[src/verilog/irc_pkg.sv]
// Package for the interrupt request controller: register offsets,
// field positions, reset values and timing counts.
// Assumes a 32-bit Avalon-MM slave with word addressing by byte offset.
package irc_pkg;
  // Register byte offsets
  localparam logic [3:0] OFF_CTRL = 4'h0;   // irq_control_reg
  localparam logic [3:0] OFF_PFLAG = 4'h4;  // periph_flag_regs
  localparam logic [3:0] OFF_PEN = 4'h8;    // periph_enable_regs
  localparam logic [3:0] OFF_CFG = 4'hC;    // Polarity, analog select, core
  // Control register fields
  localparam int GLB_EN_BIT = 7;
  localparam int GRP_EN_BIT = 6;
  localparam int TMR_EN_BIT = 5;
  localparam int EXTE_BIT = 4;
  localparam int PCE_BIT = 3;
  localparam int T0F_BIT = 2;
  localparam int EXTF_BIT = 1;
  localparam int PCF_BIT = 0;
  // Config register fields
  localparam int POL_BIT = 0;
  localparam int ANA_BIT = 1;
  localparam int SLEEP_BIT = 8;
  // Reset values
  localparam logic [7:0] CTRL_RST = 8'h00;
  localparam logic [15:0] PREG_RST = 16'h0000;
  // Vector address
  localparam logic [12:0] VECTOR = 13'h0004;
  // Instruction cycle is four system clocks (Q1..Q4)
  localparam int Q_PER_CYCLE = 4;
  localparam int LAT_CYCLES = 3;
  localparam int LAT_CLKS = LAT_CYCLES * Q_PER_CYCLE;
  // Vectoring sequencer states
  typedef enum logic [1:0] {
    ST_IDLE = 2'b00,
    ST_WAIT = 2'b01,
    ST_VEC = 2'b10
  } irc_state_e;
endpackage : irc_pkg

[src/verilog/irc_top.sv]
// Interrupt request controller: flags, enables, global enable,
// fixed-vector redirection with timed latency and wake from sleep.
// Assumes the core reports return_from_isr; instruction boundaries come from the internal Q counter on q_phase.
//
// How it works
// RULE1: Each source latches into its own flag
// RULE2: Global enable gates every unmasked request
// RULE3: Each source has its own enable bit
// RULE4: Any reset clears global enable
// RULE5: Servicing clears enable, pushes, vectors 0004h
// RULE6: Flags set regardless of enables
// RULE7: In service routine events only set flags
// RULE8: Still-set enabled flag re-interrupts later
// RULE9: Clearing global enable defers, keeps pending
// RULE10: Return pops address and sets enable
// RULE11: Async pin latency three or four cycles
// RULE12: Synchronous latency exactly three cycles
// RULE13: Edge polarity chosen by select bit
// RULE14: Valid edge sets flag; enable masks
// RULE15: Software clears edge flag before reenabling
// RULE16: Edge wakes sleep if enabled before
// RULE17: Analog pin reads zero, no interrupt
// RULE18: Edge flag sampled each Q1
// RULE19: Peripheral sources need group enable
// RULE20: Pin change flag on enabled change
// RULE21: Request is gated OR of flags
// RULE22: Pin passes two-stage synchroniser first
`timescale 1ns/1ps
module irc_top #(
  parameter int NPC = 4  // Pin-change inputs
) (
  // Clock and reset
  input wire logic clk_sys,
  input wire logic rst_n,
  // Avalon-MM slave
  input wire logic [3:0] avs_address,
  input wire logic avs_read,
  input wire logic avs_write,
  input wire logic [31:0] avs_writedata,
  input wire logic [3:0] avs_byteenable,
  output logic [31:0] avs_readdata,
  output logic avs_waitrequest,
  // Event sources
  input wire logic ext_irq_pin,
  input wire logic [NPC-1:0] pin_change_in,
  input wire logic [NPC-1:0] pin_change_en,
  input wire logic timer0_evt,
  input wire logic [15:0] periph_evt,
  // Core side
  input wire logic [12:0] core_pc,
  input wire logic return_from_isr,
  input wire logic [12:0] stack_top,
  output logic vec_load,
  output logic [12:0] vec_pc,
  output logic stack_push,
  output logic [12:0] push_addr,
  output logic ctx_restore,
  output logic wake,
  output logic [1:0] q_phase
);
  // Registers
  logic [7:0] ctrl_r, ctrl_nxt;      // irq_control_reg
  logic [15:0] pflag_r, pflag_nxt;   // periph_flag_regs
  logic [15:0] pen_r, pen_nxt;       // periph_enable_regs
  logic pol_r, pol_nxt;              // edge_polarity_select
  logic ana_r, ana_nxt;              // Pin as analog input
  logic sleep_r, sleep_nxt;          // Core asleep
  logic ext_en_sleep_r, ext_en_sleep_nxt; // Enable at sleep entry
  // Synchroniser and edge history
  logic sync1_r, sync2_r, prev_r;
  logic [NPC-1:0] pc_prev_r;
  // Sequencer
  irc_pkg::irc_state_e st_r, st_nxt;
  logic [3:0] lat_r, lat_nxt;
  logic [1:0] q_r, q_nxt;
  logic pending_r, pending_nxt;      // External edge seen since last Q1
  logic [31:0] rd_nxt;
  logic ack_r, ack_nxt;
  logic vec_nxt, push_nxt, rest_nxt, wake_nxt;
  logic [12:0] pa_nxt;

  // Byte-enabled merge of an 8-bit field
  function automatic logic [7:0] merge8(input logic [7:0] old,
    input logic [7:0] d, input logic be);
    merge8 = be ? d : old;
  endfunction : merge8

  // Pin value as seen by digital logic: analog reads zero
  logic pin_dig;
  assign pin_dig = ana_r ? 1'b0 : sync2_r; // RULE17

  // Two-stage synchroniser, first stage read only by the second
  always_ff @(posedge clk_sys)
  begin
    if (!rst_n)
    begin
      sync1_r <= 1'b0;
      sync2_r <= 1'b0;
      prev_r <= 1'b0;
      pc_prev_r <= '0;
    end
    else
    begin
      sync1_r <= ext_irq_pin; // RULE22
      sync2_r <= sync1_r; // RULE22
      prev_r <= pin_dig;
      pc_prev_r <= pin_change_in;
    end
  end

  // Edge and change detection
  logic edge_hit, pc_hit, req, bus_wr, bus_rd;
  assign edge_hit = pol_r ? (pin_dig & ~prev_r) // RULE13
    : (~pin_dig & prev_r);
  assign pc_hit = |((pin_change_in ^ pc_prev_r) & pin_change_en); // RULE20
  assign bus_wr = avs_write & ~ack_r;
  assign bus_rd = avs_read & ~ack_r;

  // Gated request to the core
  assign req = ctrl_r[irc_pkg::GLB_EN_BIT] & ( // RULE2 RULE21
    (ctrl_r[irc_pkg::TMR_EN_BIT] & ctrl_r[irc_pkg::T0F_BIT]) | // RULE3
    (ctrl_r[irc_pkg::EXTE_BIT] & ctrl_r[irc_pkg::EXTF_BIT]) | // RULE14
    (ctrl_r[irc_pkg::PCE_BIT] & ctrl_r[irc_pkg::PCF_BIT]) |
    (ctrl_r[irc_pkg::GRP_EN_BIT] & |(pflag_r & pen_r))); // RULE19

  // Next-state: registers, flags, sequencer and bus answer
  always_comb
  begin
    ctrl_nxt = ctrl_r;
    pflag_nxt = pflag_r;
    pen_nxt = pen_r;
    pol_nxt = pol_r;
    ana_nxt = ana_r;
    sleep_nxt = sleep_r;
    ext_en_sleep_nxt = ext_en_sleep_r;
    st_nxt = st_r;
    lat_nxt = lat_r;
    q_nxt = q_r + 2'h1;
    pending_nxt = pending_r | edge_hit;
    rd_nxt = 32'h0;
    ack_nxt = 1'b0;
    vec_nxt = 1'b0;
    push_nxt = 1'b0;
    rest_nxt = 1'b0;
    wake_nxt = 1'b0;
    pa_nxt = push_addr;
    // Software writes first so that hardware sets win
    if (bus_wr)
    begin
      ack_nxt = 1'b1;
      if (avs_address == irc_pkg::OFF_CTRL)
        ctrl_nxt = merge8(ctrl_r, avs_writedata[7:0], avs_byteenable[0]);
      else if (avs_address == irc_pkg::OFF_PFLAG)
      begin
        pflag_nxt[7:0] = merge8(pflag_r[7:0], avs_writedata[7:0],
          avs_byteenable[0]);
        pflag_nxt[15:8] = merge8(pflag_r[15:8], avs_writedata[15:8],
          avs_byteenable[1]);
      end
      else if (avs_address == irc_pkg::OFF_PEN)
      begin
        pen_nxt[7:0] = merge8(pen_r[7:0], avs_writedata[7:0],
          avs_byteenable[0]);
        pen_nxt[15:8] = merge8(pen_r[15:8], avs_writedata[15:8],
          avs_byteenable[1]);
      end
      else if (avs_address == irc_pkg::OFF_CFG)
      begin
        if (avs_byteenable[0])
        begin
          pol_nxt = avs_writedata[irc_pkg::POL_BIT];
          ana_nxt = avs_writedata[irc_pkg::ANA_BIT];
        end
        if (avs_byteenable[1])
        begin
          sleep_nxt = avs_writedata[irc_pkg::SLEEP_BIT];
          // Remember enable state at sleep entry
          ext_en_sleep_nxt = ctrl_r[irc_pkg::EXTE_BIT]; // RULE16
        end
      end
    end
    else if (bus_rd)
    begin
      ack_nxt = 1'b1;
      if (avs_address == irc_pkg::OFF_CTRL)
        rd_nxt = {24'h0, ctrl_r};
      else if (avs_address == irc_pkg::OFF_PFLAG)
        rd_nxt = {16'h0, pflag_r};
      else if (avs_address == irc_pkg::OFF_PEN)
        rd_nxt = {16'h0, pen_r};
      else if (avs_address == irc_pkg::OFF_CFG)
        rd_nxt = {23'h0, sleep_r, 6'h0, ana_r, pol_r};
      else
        rd_nxt = 32'h0; // Unmapped reads zero
    end
    // Hardware sets, independent of the interrupt enables; the pin-change flag also needs pin_change_en
    pflag_nxt = pflag_nxt | periph_evt; // RULE1 RULE6
    if (timer0_evt)
      ctrl_nxt[irc_pkg::T0F_BIT] = 1'b1; // RULE6
    if (pc_hit)
      ctrl_nxt[irc_pkg::PCF_BIT] = 1'b1; // RULE20
    // External edge enters the flag at Q1 only
    if (q_r == 2'h0)
    begin
      if (pending_r | edge_hit)
        ctrl_nxt[irc_pkg::EXTF_BIT] = 1'b1; // RULE18 RULE14
      pending_nxt = 1'b0;
    end
    // Wake: enabled edge flag while asleep
    if (sleep_r && ctrl_r[irc_pkg::EXTF_BIT] && ext_en_sleep_r &&
        ctrl_r[irc_pkg::EXTE_BIT])
    begin
      sleep_nxt = 1'b0; // RULE16
      wake_nxt = 1'b1;
    end
    // Return from service routine
    if (return_from_isr)
    begin
      ctrl_nxt[irc_pkg::GLB_EN_BIT] = 1'b1; // RULE10
      pa_nxt = stack_top;
      rest_nxt = 1'b1;
    end
    // Vectoring sequencer
    case (st_r)
      irc_pkg::ST_IDLE:
        // Start only at Q1, so latency is whole instruction cycles
        if (req && q_r == 2'h0 && !sleep_r)
        begin
          st_nxt = irc_pkg::ST_WAIT; // RULE12 RULE11
          lat_nxt = 4'(irc_pkg::LAT_CLKS - 1);
        end
      irc_pkg::ST_WAIT:
        if (!ctrl_r[irc_pkg::GLB_EN_BIT])
          st_nxt = irc_pkg::ST_IDLE; // RULE9 RULE7 flag kept
        else if (lat_r == 4'h1)
          st_nxt = irc_pkg::ST_VEC;
        else
          lat_nxt = lat_r - 4'h1;
      irc_pkg::ST_VEC:
      begin
        ctrl_nxt[irc_pkg::GLB_EN_BIT] = 1'b0; // RULE5
        vec_nxt = 1'b1; // RULE5
        push_nxt = 1'b1;
        pa_nxt = core_pc;
        st_nxt = irc_pkg::ST_IDLE; // RULE8 re-arm while flag set
      end
      default:
        st_nxt = irc_pkg::ST_IDLE;
    endcase
  end

  // State registers
  always_ff @(posedge clk_sys)
  begin
    if (!rst_n)
    begin
      ctrl_r <= irc_pkg::CTRL_RST; // RULE4
      pflag_r <= irc_pkg::PREG_RST;
      pen_r <= irc_pkg::PREG_RST;
      pol_r <= 1'b1;
      ana_r <= 1'b0;
      sleep_r <= 1'b0;
      ext_en_sleep_r <= 1'b0;
      st_r <= irc_pkg::ST_IDLE;
      lat_r <= 4'h0;
      q_r <= 2'h0;
      pending_r <= 1'b0;
      avs_readdata <= 32'h0;
      ack_r <= 1'b0;
      vec_load <= 1'b0;
      stack_push <= 1'b0;
      push_addr <= 13'h0;
      ctx_restore <= 1'b0;
      wake <= 1'b0;
    end
    else
    begin
      ctrl_r <= ctrl_nxt;
      pflag_r <= pflag_nxt;
      pen_r <= pen_nxt;
      pol_r <= pol_nxt;
      ana_r <= ana_nxt;
      sleep_r <= sleep_nxt;
      ext_en_sleep_r <= ext_en_sleep_nxt;
      st_r <= st_nxt;
      lat_r <= lat_nxt;
      q_r <= q_nxt;
      pending_r <= pending_nxt;
      avs_readdata <= rd_nxt;
      ack_r <= ack_nxt;
      vec_load <= vec_nxt;
      stack_push <= push_nxt;
      push_addr <= pa_nxt;
      ctx_restore <= rest_nxt;
      wake <= wake_nxt;
    end
  end

  // Waitrequest is the inverse of the one-cycle ack, held high idle
  always_ff @(posedge clk_sys)
  begin
    if (!rst_n)
      avs_waitrequest <= 1'b1;
    else
      avs_waitrequest <= ~ack_nxt;
  end

  // Vector and phase outputs
  always_ff @(posedge clk_sys)
  begin
    if (!rst_n)
    begin
      vec_pc <= 13'h0;
      q_phase <= 2'h0;
    end
    else
    begin
      vec_pc <= irc_pkg::VECTOR; // RULE5
      q_phase <= q_nxt;
    end
  end
endmodule : irc_top
[config.mk]
export PLATFORM = sky130hd
export DESIGN_NAME = irc_top
export DESIGN_NICKNAME = d
export VERILOG_FILES = /design/src/verilog/irc_pkg.sv /design/src/verilog/irc_top.sv
export SDC_FILE = /design/constraint.sdc
export NUM_CORES = 1
export LEC_CHECK = 0
export ABC_AREA = 1
export BUFFER_PORTS_ARGS = -buffer_cell sky130_fd_sc_hd__buf_2
export CORE_ASPECT_RATIO = 0.6
export CORE_MARGIN = 10
export CORE_UTILIZATION = 44
export DETAILED_ROUTE_END_ITERATION = 10
export GPL_TIMING_DRIVEN = 0
export PLACE_DENSITY = 0.76
export SLEW_MARGIN = 20
export SYNTH_ARGS = -nofsm -noshare
export SYNTH_HDL_FRONTEND = slang
export SYNTH_SLANG_ARGS = --single-unit
[constraint.sdc]
create_clock -name clk_sys -period 1.4 [get_ports clk_sys]
set_clock_uncertainty 0.05 [all_clocks]
set_input_delay 0 -clock clk_sys [delete_from_list [all_inputs] [get_ports clk_sys]]
set_output_delay 0 -clock clk_sys [all_outputs]
set_load 0.01 [all_outputs]
# After elaboration in Yosys (flattened, before gate mapping)
# Cells that the tools add are included.
# word_totals
regBits,123
out_inout_bits,65
# classes
add_sub_neg,2
n_eq_ne,10
mux,35
bitwise,26
reduce_logical,38
# ops
operator,count
16-bit 2-to-1 mux,5
8-bit 2-to-1 mux,6
13-bit 2-to-1 mux,2
2-bit nonzero test,11
16-bit AND,1
16-bit bitwise OR,1
16-bit OR reduction,1
1-bit 2-to-1 mux,12
4-bit 2-to-1 mux,3
3-bit AND reduction,4
6-bit AND reduction,2
5-bit AND reduction,2
1-bit AND,9
9-bit 2-to-1 mux,1
1-bit NOT,9
"4-bit == test, second input constant",2
4-bit case mux with 2 select lines,1
4-bit OR reduction,2
2-bit 2-to-1 mux,3
"2-bit != test, second input constant",3
2-bit OR reduction,3
6-bit OR reduction,1
1-bit logical AND,5
4-bit AND,1
17 further kinds,21

# Logic depth before layout (Yosys ltp)
# Gate-level depths: netlist (run 1).
# logic_depth
ltp_word,9
mapped_depth,11
depth_no_buf,11

# Least setup slack after synthesis (run 1)
# OpenSTA, ideal clock, no wires.
# synth_timing
kind,reg2reg
start,register ack_r
end,register ctrl_r[0]
setup_time_ns,0.126
arrival_ns,1.176
slack_ns,0.048
stages_incl_launch_ff,9
cell_sequence,dfxtp_1 nor2_4 inv_2 nor2_1 inv_2 nor2_4 inv_2 nand2_1 a31oi_1
# synth_via
elab_chain_cells,4
# synth_rtl
item,line,rtl
"start, declared",irc_top.sv:78,"logic ack_r, ack_nxt;"
"start signal, assigned",irc_top.sv:290,ack_r <= ack_nxt;
1-bit NOT,irc_top.sv:116,assign bus_wr = avs_write & ~ack_r;
1-bit AND,irc_top.sv:116,
2-bit nonzero test (no line),-,
3-bit AND reduction (no line),-,
"end signal, assigned",irc_top.sv:257,ctrl_r <= irc_pkg::CTRL_RST;
"end signal, assigned",irc_top.sv:278,ctrl_r <= ctrl_nxt;
"end, declared",irc_top.sv:62,"logic [7:0] ctrl_r, ctrl_nxt;"
# Every way passes these cells.
# A chain may end at the register's enable or synchronous reset.

# Worst setup path after layout (run 1)
# Ends and elaborated chain as after synthesis.

==> flow_summary.json, run 1 <==
{
  "run_status": "finished with violations",
  "failing_checks": "negative hold slack, negative setup slack",
  "cts_hold_repair.buffers": 69,
  "synth_edf_count": 0,
  "finalHoldWorstSlack_ns": -0.212,
  "row_count": 27,
  "combPwrFrac_pct": 13.0,
  "gp_congestion": 0.915,
  "synth_seq_cells": 95,
  "criticalPathCategory": "reg -> reg",
  "drtAntennaViolNets": 0,
  "yosys-top-cells-count": "154 x nand2_1, 95 x dfxtp_1, 61 x nor2_1",
  "fmax_ghz": 0.665,
  "async_reset_ff_share_pct": 0,
  "finalWorstSetupSlack_ns": -0.103,
  "tritoncts_num_sinks": 95,
  "grt_pass1_wl_um": 22500,
  "cp_slowest_stage_delay_ns": 0.36,
  "nNetsFinal": 912,
  "ir_worst_vdd_mv": 0.981,
  "drive_above_1_share_pct": 34.3,
  "io_pins": 162,
  "drt_iter0_drc": 350,
  "synth-simple-area-share_pct": 25.4,
  "placedCellCount": 837,
  "p_sw_share_pct": 23.4,
  "worst_skew_pair.late_latency_ns": 0.35,
  "netlist.area_leader.share_pct": 45.0,
  "setup_viol": 12,
  "grtUsageTotal_pct": 19.9,
  "synth-adder-area-share_pct": 0.889,
  "vias_per_cell": 4.82,
  "synth_xor_area_share_pct": 0,
  "post-route-drc-count": 0,
  "yosys-top-cells-area": "dfxtp_1 45%, nand2_1 14%, nor2_1 5.4%",
  "cts-root-to-sink-buffers": 2,
  "ys.flop_type": "dfxtp_1",
  "drt_wl_total_um": 14900,
  "dpl_cell_area_um2": 5060,
  "critical_path.endpoint_type": "flop",
  "seq_power_share_pct": 43.8,
  "synth_top_family_by_area": "simple AND/OR/NAND/NOR gates",
  "tightestPinTransition_ns": 0.606,
  "synth_cell_type_count": 38,
  "overflow": 0,
  "cts-htree-levels": 3,
  "post_dr_wirelength_cell_um": 15.7,
  "area_growth_pct": 54.0,
  "rsz0062_at_grt": "true",
  "setup.worst_path.start_class": "flop",
  "finalInstanceArea_um2": 6500,
  "starting_density_of_the_core_pct": 45.6,
  "grt_util_met1_pct": 22.3,
  "p_int_mw": 5.03,
  "syn_area_per_cell_um2": 7.46,
  "antennaDiodeCount": 0,
  "timing.critical_path.required_ns": 1.57,
  "slew_headroom_pct": 59.5,
  "die-area_um2": 14000,
  "period_minus_slack_ns": 1.50,
  "vertical_extent_of_the_die_um": 95.9,
  "clkPwrFrac_pct": 43.2,
  "path_clk_slew_ns": 0.07,
  "syn_area_um2": 4220,
  "critical_path_peak_fanout": 8,
  "post-synth-top-area-cell": "dfxtp_1",
  "total_power_mw": 6.57,
  "pin_count_of_the_biggest_net_entering_global_routing": 16,
  "place.detailed.hpwl_um": 9760,
  "synth-warning-count": 0,
  "synth-seq-area-share_pct": 45.0,
  "net-switching-power_mw": 1.54,
  "timing.critical_path.arrival_ns": 1.67,
  "chipWidth_um": 146,
  "tritoncts": "built",
  "grt_pass1_vias": 4429,
  "min_period_over_period_pct": 107,
  "firstDrtPassIters": 5,
  "worstPathCellList": "nor2_4, inv_2, nor2_2, inv_2, nor2_4, clkinv_4, nand2_2, a31oi_1",
  "power_leakage_nw": 3.19,
  "placeableCoreArea_um2": 9260,
  "drv_cap": 0,
  "finalHoldViolations": 5,
  "synth-compound-area-share_pct": 12.5,
  "number_of_antenna_violations_at_the_first_check_in_global_routing": 0,
  "post_synth_mux_area_share_pct": 2.84,
  "detailroute.via_count": 4562,
  "global_route.peak_usage_layer": "met2",
  "hold_class": "in -> reg",
  "port_buffers": 114,
  "gr-usage-met2_pct": 35.0,
  "worst_path_max_delay_cell": "dfxtp_4",
  "met3_capacity_usage_during_global_routing_pct": 8.10,
  "post-synth-top-count-cell": "nand2_1",
  "syn_inst": 566,
  "stdcell_count": 947,
  "clockRootBuffer": "clkbuf_16",
  "number_of_clock_buffers_inserted_by_tritoncts": 9,
  "pwr_density_cell_nw_per_um2": 1010,
  "slew_viol_final": 0
}
worst max-delay path, delay by kind of cell (launching register included):
| kind | cells | cell delay [ns] |
|---|---|---|
| simple gates | 4 | 0.57 |
| flops | 1 | 0.36 |
| compound gates | 1 | 0.07 |
| buf+inv | 3 | 0.31 |
power by group through the flow:
| stage | sequential, mW | combinational, mW | clock (mW) |
|---|---|---|---|
| after floorplan | 2.93 | 0.342 | 0 |
| after global placement | 2.92 | 0.584 | 0 |
| after detailed placement | 2.92 | 0.599 | 0 |
| after CTS | 2.86 | 0.786 | 2.88 |
| after global routing | 2.89 | 0.932 | 2.98 |
| final | 2.88 | 0.854 | 2.84 |
flip-flops by register name (all words and copies together) (netlist names), 2 cells and up:
signal	flops
pc_prev_r	4
pen_r	16
avs_readdata	16
push_addr	13
q_phase	2
pflag_r	16
st_r	2
ctrl_r	8
lat_r	4
kinds of logic (layout without fill, tap and decap cells):
family	after synthesis	after routing
flip-flops	95	95
adder cells (fa/ha/maj)	3	3
buffers and inverters	110	331
AO/OA/AOI/OAI	96	96
other	1	28
AND/OR/NAND/NOR	249	252
multiplexers	12	12
stage by stage:
| step | util, % | setup TNS (ns) | setup slack (ns) |
|---|---|---|---|
| 3_3_place_gp | 54.6 | -2.18 | -0.211 |
| 2_1_floorplan | - | 0 | 0.0476 |
| 6_report | 70.3 | -0.692 | -0.103 |
| 5_1_grt | 70.3 | -1.92 | -0.181 |
| 3_5_place_dp | 54.6 | -3.66 | -0.238 |
| 4_1_cts | 67.3 | -0.110 | -0.0540 |
final timing paths:
check | start | endpoint | slack [ns] | depth (start not counted)
setup / recovery | ack_r | ctrl_r[0] | -0.10 | 8
hold / removal | rst_n | vec_pc[2] | -0.21 | 1
setup reg to reg | ack_r | ctrl_r[0] | -0.10 | 8
hold reg to reg | sync1_r | sync2_r | 0.37 | 2
routing by layer:
layer  routed length [um]  share of wire (%)
met1                 5990                 40
met2                 7190                 48
met3                 1430                9.7
met4                  242                1.6
met5                    0                  0
repair_timing:
action                                  4_1_cts  5_1_grt
buffers inserted                             12       11
hold endpoints to repair                     68        2
pin swaps                                    11       19
resized for setup                            16       66
gates cloned                                  0        3
endpoints found under the setup margin       33       58
area by class of cell:
cell class              instances  area (um2)
well taps                     130         163
inverters                      68         288
plain buffers                  42         289
clock inverters                 5         105
repair buffers                205        1450
clock buffers                  11         243
flip-flops and latches         95        1930
fillers                       721        2750
multi-input cells             391        2030
layout by cell type, fill, tap and decap left out, drive strengths merged, types with 4 or more instances in the layout:
master	n
mux2i	12
nand3	17
dlygate4sd3	68
inv	64
buf	175
nor3	6
conb	28
nand4	5
o21ai	47
clkbuf	15
a31oi	9
a21oi	31
dfxtp	95
nor2	66
clkinv	4
nand2	155
No activity file was read; power rests on OpenSTA's default activity.
==> inputs of run 2 (changes only) <==
clock period = 1.3 ns   (was 1.4 ns; I/O delays follow)
==> run 2 against run 1 <==
Compared with the run above:
- the run still ends with negative hold slack, negative setup slack left
- first-iteration DRC count up 66%
- critical path type unchanged
- total power rose by 2.3%
- routed wire length rose by 5.3%
- highest routed layer is now met5
- combinational power up 10%
- maximum frequency is 0.22% lower
- register-to-register slack lost 0.10 ns
- largest cell class unchanged
- sequential cell count stayed put
- final cell count fell by 1.2%
- count of clock-buffer cells in the layout did not move
==> flow_summary.json, run 2 (same netlist as run 1, synthesis figures left out) <==
{
  "run_status": "finished with violations",
  "failing_checks": "negative hold slack, negative setup slack",
  "die-area_um2": 14000,
  "slew_viol_final": 0,
  "place.detailed.hpwl_um": 10000,
  "rsz0062_at_grt": "true",
  "number_of_clock_buffers_inserted_by_tritoncts": 9,
  "ir_worst_vdd_mv": 0.707,
  "stdcell_count": 936,
  "worst_skew_pair.late_latency_ns": 0.35,
  "tritoncts": "built",
  "power_leakage_nw": 3.15,
  "grt_pass1_vias": 4630,
  "firstDrtPassIters": 5,
  "timing.critical_path.required_ns": 1.51,
  "grtUsageTotal_pct": 20.7,
  "pwr_density_cell_nw_per_um2": 1030,
  "drt_iter0_drc": 582,
  "launching_point_of_the_worst_reg2reg_path": "pflag_r[6]",
  "critical_path_peak_fanout": 3,
  "area_growth_pct": 54.2,
  "critical_path.startpoint": "pflag_r[6]",
  "number_of_antenna_violations_at_the_first_check_in_global_routing": 2,
  "chipWidth_um": 146,
  "grt_util_met1_pct": 24.7,
  "row_count": 27,
  "timing.critical_path.arrival_ns": 1.71,
  "critical_path.endpoint_type": "flop",
  "vias_per_cell": 5.04,
  "final_cell_mix": "129 x nand2_1, 120 x buf_2, 84 x dfxtp_1",
  "largest_registers": "avs_readdata x16, pen_r x16, pflag_r x16",
  "layout_commonest_cell": "nand2_1",
  "placedCellCount": 837,
  "post_dr_wirelength_cell_um": 16.7,
  "path_clk_slew_ns": 0.07,
  "starting_density_of_the_core_pct": 45.6,
  "pin_count_of_the_biggest_net_entering_global_routing": 16,
  "tightestPinTransition_ns": 0.786,
  "drive_above_1_share_pct": 35.7,
  "drtAntennaViolNets": 0,
  "period_minus_slack_ns": 1.51,
  "cts-root-to-sink-buffers": 2,
  "criticalPathCategory": "reg -> reg",
  "nNetsFinal": 900,
  "setup.worst_path.start_class": "flop",
  "global_route.peak_usage_layer": "met2",
  "slew_headroom_pct": 47.6,
  "hold_class": "in -> reg",
  "clockRootBuffer": "clkbuf_16",
  "vertical_extent_of_the_die_um": 95.9,
  "port_buffers": 114,
  "min_period_over_period_pct": 116,
  "worst_r2r_endpoint": "lat_r[1]",
  "placeableCoreArea_um2": 9260,
  "timing.critical_path.to": "lat_r[1]",
  "gp_congestion": 0.930,
  "post-route-drc-count": 0,
  "finalWorstSetupSlack_ns": -0.206,
  "worst_r2r_path_depth": 11,
  "finalHoldWorstSlack_ns": -0.0109,
  "drv_cap": 0,
  "drt_wl_total_um": 15600,
  "fmax_ghz": 0.664,
  "finalHoldViolations": 1,
  "overflow": 0,
  "timing.reg2reg.setup_slack_ns": -0.21,
  "setup_viol": 42,
  "gr-usage-met2_pct": 34.8,
  "cts-htree-levels": 3,
  "grt_pass1_wl_um": 23100,
  "tritoncts_num_sinks": 95,
  "final.fill_count": 663,
  "met3_capacity_usage_during_global_routing_pct": 6.32,
  "detailroute.via_count": 4716,
  "io_pins": 162
}
==> run 2: cell count changes in the layout (fill, tap and decap cells not counted), moves of 3 or more <==
cell	change
nand2_2	+6
nand2_1	-8
buf_4	-14
dfxtp_1	+11
dfxtp_2	-11
nand3_1	-4
a21oi_2	+3
o21ai_2	+8
o21ai_1	-10
nand3_2	+3
nor2_1	-4
a21oi_1	-3
buf_6	+4
==> run 2: critical path, cell delays in order (launching register included) <==
cell,delay [ns]
dfxtp_1,0.33
nand2_1,0.08
nand2_1,0.07
nor2_1,0.14
nand2_1,0.07
o21ai_1,0.16
nand2_1,0.09
nand3_2,0.09
buf_4,0.13
nand3_1,0.08
nand3_1,0.08
inv_1,0.04
==> run 2: worst min-delay path by stage <==
stage                    from         endpoint  slack, ns  cells after the start
2_1_floorplan           rst_n        vec_pc[2]      -0.02                      0
3_3_place_gp            rst_n        vec_pc[2]       0.10                      1
3_5_place_dp            rst_n        vec_pc[2]       0.10                      1
4_1_cts        avs_address[2]  avs_readdata[4]       0.04                      4
5_1_grt                 rst_n     push_addr[2]       0.06                      3
6_report             avs_read  avs_waitrequest      -0.01                      4
==> run 2: stage by stage <==
| step | TNS (ns) | area (um2) | worst slack (ns) | utilization [%] | power, mW |
|---|---|---|---|---|---|
| floorplan | 0 | 4330 | 0.0132 | - | 3.52 |
| global placement | -7.64 | 5060 | -0.226 | 54.7 | 3.77 |
| detailed placement | -9.86 | 5060 | -0.242 | 54.7 | 3.80 |
| CTS | -0.516 | 6190 | -0.101 | 66.8 | 6.63 |
| global route | -6.32 | 6510 | -0.324 | 70.4 | 6.93 |
| finish | -2.53 | 6510 | -0.206 | 70.4 | 6.72 |
==> run 2: layout make-up <==
cell class | count | area, um2 | share of cell area [%]
multi-input combinational | 391 | 2170 | 33.3
sequential | 95 | 1920 | 29.5
timing repair buffer | 193 | 1370 | 21.0
inverter | 68 | 298 | 4.57
buffer | 42 | 297 | 4.55
clock buffer | 11 | 243 | 3.73
tap | 130 | 163 | 2.50
clock inverter | 5 | 56.3 | 0.865
antenna | 1 | 2.50 | 0.0384
==> run 2: power breakdown <==
part / internal [mW] / switching, mW
clock network: 1.54 / 1.14
logic: 0.454 / 0.489
registers: 3.02 / 0.0746
==> run 2: metal layers <==
metal	routed length [um]	up-vias
li1	-	2228
met4	391	2
met3	1540	45
met1	6280	2161
met5	13	-
met2	7410	280
==> run 2: what timing repair did <==
item	in CTS	in global routing
hold endpoints to repair	66	2
gates cloned	2	1
pin swaps	8	26
setup buffers	7	5
gates resized for setup	28	85
setup endpoints to repair	55	68
hold buffers	68	1
